`src/wsc_timer.sv`:
```
// shared constants and types for the wheel sensor conditioner, plus its interval timer
//------------------------------------------------------------
// package
//------------------------------------------------------------
package wsc_pkg;
  // register bus geometry
  localparam int unsigned ADDR_W = 4;
  localparam int unsigned DATA_W = 16;
  // register offsets
  localparam logic [3:0] OFS_CFG_ONE = 4'h0; // config_word_one
  localparam logic [3:0] OFS_ADAPT_SETUP = 4'h1; // adaptive_setup_word
  localparam logic [3:0] OFS_MISC_SETUP = 4'h2; // misc_setup_word
  localparam logic [3:0] OFS_DIAG_CTRL = 4'h3; // diagnosis request
  localparam logic [3:0] OFS_STATUS = 4'h4; // diagnosis and output state
  localparam logic [3:0] OFS_INTERVAL = 4'h5; // current filter interval
  // config_word_one fields
  localparam int unsigned B_ENABLE = 0;
  localparam int unsigned B_LIMITED = 1;
  // adaptive_setup_word fields
  localparam int unsigned B_OPT_LO = 0;
  localparam int unsigned B_AUTO_HYST = 2;
  localparam int unsigned B_FORCE_MIN = 5;
  localparam int unsigned B_MIN_STEP_LO = 6;
  localparam int unsigned B_HYST_SEL_LO = 9;
  // misc_setup_word fields
  localparam int unsigned B_FIXED_FILT = 4;
  // diagnosis control and status fields
  localparam int unsigned B_DIAG_REQ = 0;
  localparam int unsigned B_DIAG_RESULT = 0;
  localparam int unsigned B_DIAG_OPER = 1;
  localparam int unsigned B_DIAG_BUSY = 2;
  localparam int unsigned B_STEP_LO = 3;
  localparam int unsigned B_OUT = 6;
  // reset values
  localparam logic [15:0] RST_CFG_ONE = 16'h0000;
  localparam logic [15:0] RST_ADAPT_SETUP = 16'h0004;
  localparam logic [15:0] RST_MISC_SETUP = 16'h0000;
  // timing
  localparam int unsigned CLK_PERIOD_NS = 20;
  localparam int unsigned TMAX_FILTER_NS = 200000;
  localparam int unsigned TMIN_FILTER_NS = 4000;
  localparam int unsigned TFIX_FILTER_NS = 4000;
  localparam int unsigned DIAG_TIME_NS = 5000000;
  localparam int unsigned TMAX_CYC = TMAX_FILTER_NS / CLK_PERIOD_NS;
  localparam int unsigned TMIN_CYC = (TMIN_FILTER_NS + CLK_PERIOD_NS - 1) / CLK_PERIOD_NS;
  localparam int unsigned TFIX_CYC = (TFIX_FILTER_NS + CLK_PERIOD_NS - 1) / CLK_PERIOD_NS;
  localparam int unsigned DIAG_CYC = (DIAG_TIME_NS + CLK_PERIOD_NS - 1) / CLK_PERIOD_NS;
  localparam int unsigned PERIOD_SHIFT = 5;
  localparam int unsigned INT_W = 14;
  localparam int unsigned PER_W = INT_W + PERIOD_SHIFT;
  // hysteresis steps
  localparam logic [2:0] STEP_LOWEST = 3'h0;
  localparam logic [2:0] STEP_HIGHEST = 3'h4;

  // configuration carrier gathered from the registers
  typedef struct packed {
    logic enable;
    logic limited;
    logic [1:0] option;
    logic auto_hyst;
    logic force_min;
    logic [2:0] min_step;
    logic [2:0] hyst_sel;
    logic fixed_filt;
  } wsc_cfg_t;

  // filter state machine, one-hot
  typedef enum logic [4:0] {
    ST_LOW = 5'b00001,
    ST_RISE = 5'b00010,
    ST_HIGH = 5'b00100,
    ST_FALL = 5'b01000,
    ST_MASK = 5'b10000
  } wsc_state_t;
endpackage

`timescale 1ns/1ps
`default_nettype none
//------------------------------------------------------------
// interval timer
//------------------------------------------------------------
// loaded with n, raises expire in the cycle n-1 edges later
module wsc_timer #(
  parameter int unsigned W = 14
) (
  input wire logic clk,
  input wire logic rst_n,
  input wire logic load,
  input wire logic [W-1:0] load_val,
  output logic expire
);
  logic [W-1:0] cnt_q; // remaining cycles

  // count down to one and hold at zero
  always_ff @(posedge clk or negedge rst_n) begin
    if (!rst_n) begin
      cnt_q <= '0;
    end else if (load) begin
      cnt_q <= load_val;
    end else if (cnt_q != '0) begin
      cnt_q <= cnt_q - W'(1);
    end
  end

  assign expire = (cnt_q == W'(1)) && !load;
endmodule
`default_nettype wire
```
`src/wsc_conditioner.sv`:
```
// wheel sensor conditioner: adaptive time filter, hysteresis select and diagnosis
//
// Summary of operation
// - fully adaptive: interval is period over thirty-two
// - rising edge passes after full interval high
// - falling edge passes without delay
// - after falling edge ignore input one interval
// - interval clamped between 4 us and 200 us
// - interval loads maximum after reset
// - enabling the function reloads the interval
// - codes 00/01 pick comparator or filtered feedback
// - code 10 filters falling edges too
// - code 11 filtered feedback plus both-edge filtering
// - fixed-filter bit forces a 4 us interval
// - limited mode select bit, reset zero
// - limited mode uses fixed 4 us interval
// - limited mode keeps hysteresis at or above programmed minimum unless force bit set
// - force bit selects lowest hysteresis step
// - four peak comparators map to five steps
// - manual hysteresis step when automatic is off
// - no diagnosis in limited mode
// - diagnosis tests sensor, output suspended meanwhile
// - diagnosis lasts at least 5 ms
// - diagnosis stores result and operative bits
`timescale 1ns/1ps
`default_nettype none
module wsc_conditioner import wsc_pkg::*; #(
  parameter int unsigned TMAX_CYCLES = TMAX_CYC,
  parameter int unsigned DIAG_CYCLES = DIAG_CYC
) (
  input wire logic mclk,
  input wire logic rst_n,
  input wire logic [ADDR_W-1:0] reg_addr,
  input wire logic [DATA_W-1:0] reg_wdata,
  input wire logic reg_wr,
  input wire logic reg_rd,
  output logic [DATA_W-1:0] reg_rdata,
  input wire logic comp_in,
  input wire logic [3:0] peak_cmp,
  input wire logic sens_open,
  input wire logic sens_short_gnd,
  input wire logic sens_short_bat,
  output logic wheel_out,
  output logic hyst_fb,
  output logic [2:0] hyst_step,
  output logic diag_active
);
  localparam int unsigned DIAG_W = $clog2(DIAG_CYCLES + 1);
  localparam logic [INT_W-1:0] IMAX = INT_W'(TMAX_CYCLES);
  localparam logic [INT_W-1:0] IMIN = INT_W'(TMIN_CYC);
  localparam logic [INT_W-1:0] IFIX = INT_W'(TFIX_CYC);

  //------------------------------------------------------------
  // functions
  //------------------------------------------------------------
  // number of peak comparators tripped
  function automatic logic [2:0] peak_level(input logic [3:0] c);
    logic [2:0] n;
    n = 3'h0;
    for (int i = 0; i < 4; i++) begin
      n = n + {2'h0, c[i]};
    end
    return n;
  endfunction

  // fixed correlation from peak level to hysteresis step
  function automatic logic [2:0] level_to_step(input logic [2:0] lvl);
    return (lvl > STEP_HIGHEST) ? STEP_HIGHEST : lvl;
  endfunction

  // keep a period-derived interval inside its limits
  function automatic logic [INT_W-1:0] clamp_int(input logic [PER_W-1:0] per);
    logic [PER_W-1:0] s;
    s = per >> PERIOD_SHIFT;
    if (s > PER_W'(IMAX)) begin
      return IMAX;
    end else if (s < PER_W'(IMIN)) begin
      return IMIN;
    end
    return s[INT_W-1:0];
  endfunction

  //------------------------------------------------------------
  // registers
  //------------------------------------------------------------
  logic [15:0] cfg_one_q; // config_word_one
  logic [15:0] adapt_q; // adaptive_setup_word
  logic [15:0] misc_q; // misc_setup_word
  logic diag_result_bit_q; // fault seen by last diagnosis
  logic diag_operative_bit_q; // sensor operative after last diagnosis
  logic diag_busy_q; // diagnosis running
  logic diag_req; // request write strobe
  wsc_cfg_t cfg; // configuration carrier
  logic [INT_W-1:0] interval_q; // adaptive filter interval
  logic wheel_out_q; // filtered output
  logic [2:0] hyst_step_q; // applied hysteresis step
  logic hyst_fb_q; // hysteresis feedback

  assign diag_req = reg_wr && (reg_addr == OFS_DIAG_CTRL) && reg_wdata[B_DIAG_REQ];

  // configuration writes
  always_ff @(posedge mclk or negedge rst_n) begin
    if (!rst_n) begin
      cfg_one_q <= RST_CFG_ONE;
      adapt_q <= RST_ADAPT_SETUP;
      misc_q <= RST_MISC_SETUP;
    end else if (reg_wr) begin
      case (reg_addr)
        OFS_CFG_ONE: cfg_one_q <= reg_wdata;
        OFS_ADAPT_SETUP: adapt_q <= reg_wdata;
        OFS_MISC_SETUP: misc_q <= reg_wdata;
        default: ;
      endcase
    end
  end

  // gather the fields the logic uses
  always_comb begin
    cfg.enable = cfg_one_q[B_ENABLE];
    cfg.limited = cfg_one_q[B_LIMITED];
    cfg.option = adapt_q[B_OPT_LO +: 2];
    cfg.auto_hyst = adapt_q[B_AUTO_HYST];
    cfg.force_min = adapt_q[B_FORCE_MIN];
    cfg.min_step = adapt_q[B_MIN_STEP_LO +: 3];
    cfg.hyst_sel = adapt_q[B_HYST_SEL_LO +: 3];
    cfg.fixed_filt = misc_q[B_FIXED_FILT];
  end

  // read data, valid the cycle after the strobe only
  always_ff @(posedge mclk or negedge rst_n) begin
    if (!rst_n) begin
      reg_rdata <= '0;
    end else if (reg_rd) begin
      case (reg_addr)
        OFS_CFG_ONE: reg_rdata <= cfg_one_q;
        OFS_ADAPT_SETUP: reg_rdata <= adapt_q;
        OFS_MISC_SETUP: reg_rdata <= misc_q;
        OFS_STATUS: begin
          reg_rdata <= '0;
          reg_rdata[B_DIAG_RESULT] <= diag_result_bit_q;
          reg_rdata[B_DIAG_OPER] <= diag_operative_bit_q;
          reg_rdata[B_DIAG_BUSY] <= diag_busy_q;
          reg_rdata[B_STEP_LO +: 3] <= hyst_step_q;
          reg_rdata[B_OUT] <= wheel_out_q;
        end
        OFS_INTERVAL: reg_rdata <= {{(DATA_W - INT_W){1'b0}}, interval_q};
        default: reg_rdata <= '0; // unmapped reads as zero
      endcase
    end else begin
      reg_rdata <= '0;
    end
  end

  //------------------------------------------------------------
  // input synchronisers
  //------------------------------------------------------------
  logic [7:0] sync1_q; // first stage, read only by second
  logic [7:0] sync2_q; // second stage
  logic comp_d_q; // delayed copy for edge detect
  logic comp_s; // synchronised comparator
  logic [3:0] peak_s; // synchronised peak comparators
  logic enable_d_q; // delayed enable for edge detect

  // two flops on every comparator and fault line input; register bus inputs are not synchronised
  always_ff @(posedge mclk or negedge rst_n) begin
    if (!rst_n) begin
      sync1_q <= '0;
      sync2_q <= '0;
    end else begin
      sync1_q <= {sens_short_bat, sens_short_gnd, sens_open, peak_cmp, comp_in};
      sync2_q <= sync1_q;
    end
  end
  assign comp_s = sync2_q[0];
  assign peak_s = sync2_q[4:1];

  // edge detect history
  always_ff @(posedge mclk or negedge rst_n) begin
    if (!rst_n) begin
      comp_d_q <= 1'b0;
      enable_d_q <= 1'b0;
    end else begin
      comp_d_q <= comp_s;
      enable_d_q <= cfg.enable;
    end
  end

  //------------------------------------------------------------
  // period measurement and interval
  //------------------------------------------------------------
  logic [PER_W-1:0] per_q; // clocks since last rising edge
  logic per_valid_q; // one rising edge already seen
  logic rise_edge; // comparator rising edge
  logic en_rise; // function just enabled
  logic [INT_W-1:0] eff_int; // interval in use

  assign rise_edge = comp_s && !comp_d_q;
  assign en_rise = cfg.enable && !enable_d_q;
  assign eff_int = (cfg.limited || cfg.fixed_filt) ? IFIX : interval_q;

  // count clocks between rising edges, saturating
  always_ff @(posedge mclk or negedge rst_n) begin
    if (!rst_n) begin
      per_q <= '0;
      per_valid_q <= 1'b0;
    end else if (en_rise || !cfg.enable) begin
      per_q <= '0;
      per_valid_q <= 1'b0;
    end else if (rise_edge) begin
      per_q <= PER_W'(1);
      per_valid_q <= 1'b1;
    end else if (per_q != '1) begin
      per_q <= per_q + PER_W'(1);
    end
  end

  // next interval from the last period
  always_ff @(posedge mclk or negedge rst_n) begin
    if (!rst_n) begin
      interval_q <= IMAX;
    end else if (en_rise) begin
      interval_q <= IMAX;
    end else if (rise_edge && per_valid_q && !cfg.limited) begin
      interval_q <= clamp_int(per_q);
    end
  end

  //------------------------------------------------------------
  // time filter
  //------------------------------------------------------------
  wsc_state_t st_q; // filter state
  wsc_state_t st_d; // next filter state
  logic out_d; // next output
  logic tmr_load; // restart the interval timer
  logic tmr_exp; // interval elapsed
  logic run; // filter allowed to operate

  assign run = cfg.enable && !diag_busy_q;

  wsc_timer #(
    .W(INT_W)
  ) u_timer (
    .clk(mclk),
    .rst_n(rst_n),
    .load(tmr_load),
    .load_val(eff_int),
    .expire(tmr_exp)
  );

  // next state and output
  always_comb begin
    st_d = st_q;
    out_d = wheel_out_q;
    tmr_load = 1'b0;
    case (st_q)
      ST_LOW: begin
        if (comp_s) begin
          st_d = ST_RISE;
          tmr_load = 1'b1;
        end
      end
      ST_RISE: begin
        if (!comp_s) begin
          st_d = ST_LOW; // short spike dropped
        end else if (tmr_exp) begin
          st_d = ST_HIGH;
          out_d = 1'b1;
        end
      end
      ST_HIGH: begin
        if (!comp_s) begin
          tmr_load = 1'b1;
          if (cfg.option[1]) begin
            st_d = ST_FALL;
          end else begin
            st_d = ST_MASK;
            out_d = 1'b0;
          end
        end
      end
      ST_FALL: begin
        if (comp_s) begin
          st_d = ST_HIGH; // low spike dropped
        end else if (tmr_exp) begin
          st_d = ST_LOW;
          out_d = 1'b0;
        end
      end
      ST_MASK: begin
        if (tmr_exp) begin
          st_d = ST_LOW;
        end
      end
      default: begin
        st_d = ST_LOW;
        out_d = 1'b0;
      end
    endcase
    if (!run) begin
      st_d = ST_LOW;
      out_d = 1'b0;
    end
  end

  // state and output flops
  always_ff @(posedge mclk or negedge rst_n) begin
    if (!rst_n) begin
      st_q <= ST_LOW;
      wheel_out_q <= 1'b0;
    end else begin
      st_q <= st_d;
      wheel_out_q <= out_d;
    end
  end

  //------------------------------------------------------------
  // hysteresis selection
  //------------------------------------------------------------
  logic [2:0] step_d; // next hysteresis step

  // automatic, manual, floor and force in that order
  always_comb begin
    step_d = cfg.auto_hyst ? level_to_step(peak_level(peak_s)) : cfg.hyst_sel;
    if (step_d > STEP_HIGHEST) begin
      step_d = STEP_HIGHEST;
    end
    if (cfg.limited && (step_d < cfg.min_step)) begin
      step_d = cfg.min_step;
    end
    if (cfg.force_min) begin
      step_d = STEP_LOWEST;
    end
  end

  // step and feedback flops
  always_ff @(posedge mclk or negedge rst_n) begin
    if (!rst_n) begin
      hyst_step_q <= STEP_LOWEST;
      hyst_fb_q <= 1'b0;
    end else begin
      hyst_step_q <= step_d;
      hyst_fb_q <= cfg.option[0] ? wheel_out_q : comp_s;
    end
  end

  //------------------------------------------------------------
  // diagnosis
  //------------------------------------------------------------
  logic [DIAG_W-1:0] diag_cnt_q; // cycles left in diagnosis

  // run a fixed-length test, then latch result
  always_ff @(posedge mclk or negedge rst_n) begin
    if (!rst_n) begin
      diag_busy_q <= 1'b0;
      diag_cnt_q <= '0;
      diag_result_bit_q <= 1'b0;
      diag_operative_bit_q <= 1'b0;
    end else if (!diag_busy_q) begin
      if (diag_req && !cfg.limited) begin
        diag_busy_q <= 1'b1;
        diag_cnt_q <= DIAG_W'(DIAG_CYCLES);
      end
    end else if (diag_cnt_q == DIAG_W'(1)) begin
      diag_busy_q <= 1'b0;
      diag_cnt_q <= '0;
      diag_result_bit_q <= |sync2_q[7:5];
      diag_operative_bit_q <= !sync2_q[5];
    end else begin
      diag_cnt_q <= diag_cnt_q - DIAG_W'(1);
    end
  end

  assign wheel_out = wheel_out_q;
  assign hyst_fb = hyst_fb_q;
  assign hyst_step = hyst_step_q;
  assign diag_active = diag_busy_q;
endmodule
`default_nettype wire

```
`config.mk`:
```
export PLATFORM = sky130hd
export DESIGN_NAME = wsc_conditioner
export DESIGN_NICKNAME = d
export VERILOG_FILES = /design/src/wsc_timer.sv /design/src/wsc_conditioner.sv
export SDC_FILE = /design/constraint.sdc
export NUM_CORES = 1
export LEC_CHECK = 0
export ABC_AREA = 1
export BUFFER_PORTS_ARGS = -buffer_cell sky130_fd_sc_hd__buf_2
export CAP_MARGIN = 0
export CORE_MARGIN = 4
export CORE_UTILIZATION = 55
export CTS_CLUSTER_DIAMETER = 80
export CTS_CLUSTER_SIZE = 30
export DETAILED_ROUTE_END_ITERATION = 16
export PLACE_DENSITY = 0.81
export SYNTH_ARGS = -nofsm -noshare
export SYNTH_HDL_FRONTEND = slang
export SYNTH_SLANG_ARGS = --single-unit
```
`constraint.sdc`:
```
create_clock -name mclk -period 2.5 [get_ports mclk]
set_input_delay 0.5 -clock mclk [delete_from_list [all_inputs] [get_ports mclk]]
set_output_delay 0.5 -clock mclk [all_outputs]
set_load 0.05 [all_outputs]
```
==> impl_metrics.yaml <==
status:
  status: "finished clean"
pwr:
  swShare: 0.346
  p_per_area_mw_per_mm2: 845
  pwr-share-seq: 0.435
  fin_total_pwr_uw: 7700
  pwr-share-comb: 0.216
  p_leak_uw: 0.00445
  p_int_uw: 5030
  peakVddDrop_v: 0.000559
  p_clk_frac: 0.349
  p_sw_uw: 2670
clock_tree:
  clk_path_buf_depth: 2
  cts_buffers: 17
  cts_root_buffer: "clkbuf_16"
  cts_tree: "yes"
  cts_sinks: 161
  worstSkewPairLatency_ns: 0.44
  clk_pin_slew_ns: 0.07
  cts_htree_levels: 4
  post_cts_buffers: 0
final_layout:
  drive_gt1_frac: 0.126
  nets: 1112
  design_area_mm2: 0.00912
  num_antenna_cells: 0
  final_common_cell: "nand2_1"
  final_cell_mix: "257 x nand2_1, 154 x dfrtp_1, 130 x inv_1, 125 x nor2_1, 91 x o21ai_0"
  syn_to_final_growth_pct: 15.3
synth:
  synth-seq-cells: 161
  synth_seq_area_share: 0.510
  avgSynthCellArea_um2: 7.85
  yosys_warnings: 0
  syn_inst: 1008
  ys_types: 40
  synth_ff_type: "dfrtp_1"
  synth-edff-count: 0
  synth_fp_nets: 1050
  async_flop_share: 1.00
  syn-cell-area_mm2: 0.00791
drt:
  drt_pass1_iterations: 6
  ant_nets: 0
  vias: 6970
  drtIter0Drc: 660
  via_per_inst: 5.52
  wl_per_cell_um: 15.0
  wl_met3_um: 1420
  dr_wl_met2_um: 8910
  highest_layer: "met4"
  wl_um: 19000
  met1_length_um: 8180
  drcViolationCount: 0
critical_path:
  r2r_slack_ns: 0.02
  start_kind: "register"
  cp_max_fo: 6
  crit_chain: "inv_1 > fa_1 > inv_1 > ha_2 > ha_4 > o21ai_4 > nor2_4 > ha_4 > a21oi_2 > nand3_4 > o21ai_2 > nand2_1 > nor2_1"
  path_delay_family: "adder cells"
  worstSetupEndpointType: "register"
  cp_data_arrival_time_ns: 2.84
  required_ns: 2.86
  cpMaxStageDelayCell: "fa_1"
  worst-path-buf-inv: 2
  slowest_delay_ns: 0.54
  criticalPathCategory: "reg -> reg"
sta:
  fin_skew_ns: 0.0102
  fmax_mhz: 403
  finalSetupViolCount: 0
  fin_crit_ns: 2.48
  slew_headroom: 0.411
  hold_violations: 0
  period_share: 0.992
  tightest_slew_ns: 0.880
  holdWs_ns: 0.0253
  maxSlewViolCount: 0
grt:
  grt_max_degree: 63
  grt_pass1_vias: 6525
  grt_pass1_wl_um: 31100
  antenna_found_initial: 0
  grt-ovfl-total: 0
  grtUsageTotal: 0.239
floorplanning:
  die_h_um: 128
  io_pins: 54
  fp.dieArea_mm2: 0.0164
  core_area_mm2: 0.0140
  start_util: 0.565
  rows: 43
  die_w_um: 128
place:
  dpl_cell_area_mm2: 0.00840
  port-buffer-count: 53
  dp_hpwl_um: 13400
  finalWeightedCongestion: 0.935
flow_run:
  maxCapViolations: 0
hold_path:
  hp-class: "in -> async"
worst reg2reg max path, delay by kind of cell (launching register included):
kind,cells,cell delay [ns]
flip-flops,1,0.33
AND/OR/NAND/NOR,4,0.39
AO/OA/AOI/OAI,3,0.48
buffers and inverters,2,0.10
adder cells (fa/ha/maj),4,1.10
power by group through the flow:
stage               clock (uW)  sequential [uW]  combinational [uW]
finish                    2690             3350                1660
floorplan                    0             3410                1040
global placement             0             3370                1480
detailed placement           0             3380                1540
global route              2840             3410                1890
CTS                       2730             3340                1580
layer usage:
| layer | global-route usage | vias to the layer above |
|---|---|---|
| li1 | - | 3386 |
| met1 | 0.325 | 3275 |
| met2 | 0.376 | 272 |
| met3 | 0.0504 | 37 |
| met4 | 0.101 | 0 |
| met5 | 0 | - |
repair_timing:
item                       4_1_cts  5_1_grt
setup endpoints to repair        3        3
hold buffers                     0        0
pin swaps                        2        8
resized for setup                5       13
logic make-up after synthesis:
kind of cell	after synthesis	synth area share
AO/OA/AOI/OAI	162	0.113
adder cells (fa/ha/maj)	10	0.0168
buffers and inverters	156	0.0778
XOR/XNOR	10	0.0111
flip-flops	161	0.510
AND/OR/NAND/NOR	509	0.271
registers in the layout, summed over array words and instances (netlist names), 14 cells and up:
name	count
per_q	19
diag_cnt_q	18
adapt_q	16
cfg_one_q	16
misc_q	16
reg_rdata	16
interval_q	14
u_timer.cnt_q	14
stage by stage:
step	utilization	cells	setup TNS [ns]	worst slack, ns
2_1_floorplan	-	1008	0	0.145
3_3_place_gp	0.601	1231	0	0.0128
3_5_place_dp	0.601	1231	-0.236	-0.0986
4_1_cts	0.646	1263	0	0.00292
5_1_grt	0.652	1263	-0.146	-0.0710
6_report	0.652	1263	0	0.0199
final timing paths:
check	from	to	cells after the start
min	rst_n	adapt_q[14]$_DFFE_PN0P_	1
max	sync2_q[1]$_DFF_PN0_	hyst_step[1]$_DFF_PN0_	13
max reg2reg	sync2_q[1]$_DFF_PN0_	hyst_step[1]$_DFF_PN0_	13
min reg2reg	sync1_q[7]$_DFF_PN0_	sync2_q[7]$_DFF_PN0_	0
max in group asynchronous	rst_n	st_q[0]$_DFFE_PN1P_	2
min in group mclk	peak_cmp[0]	sync1_q[1]$_DFF_PN0_	1
Yosys cell counts (all sizes together) (7+ instances only):
master	n	share of area
buf	12	0.0095
nand3	74	0.047
nand4	25	0.020
o22ai	7	0.0055
clkbuf	11	0.0052
inv	132	0.063
a211oi	7	0.0066
nor2	135	0.068
nand2	261	0.12
dfrtp	154	0.49
o21ai	99	0.063
nor3	8	0.0063
xor2	9	0.010
a21oi	28	0.018
ha	9	0.014
dfstp	7	0.023
layout make-up:
class	instances	area, um^2
clock inverters	14	189
clock buffers	18	439
inverters	133	502
multi-input cells	691	3340
repair buffers	66	382
well taps	180	225
fillers	1184	4870
flip-flops and latches	161	4040
Note: power is estimated with default switching activity, not from simulation.
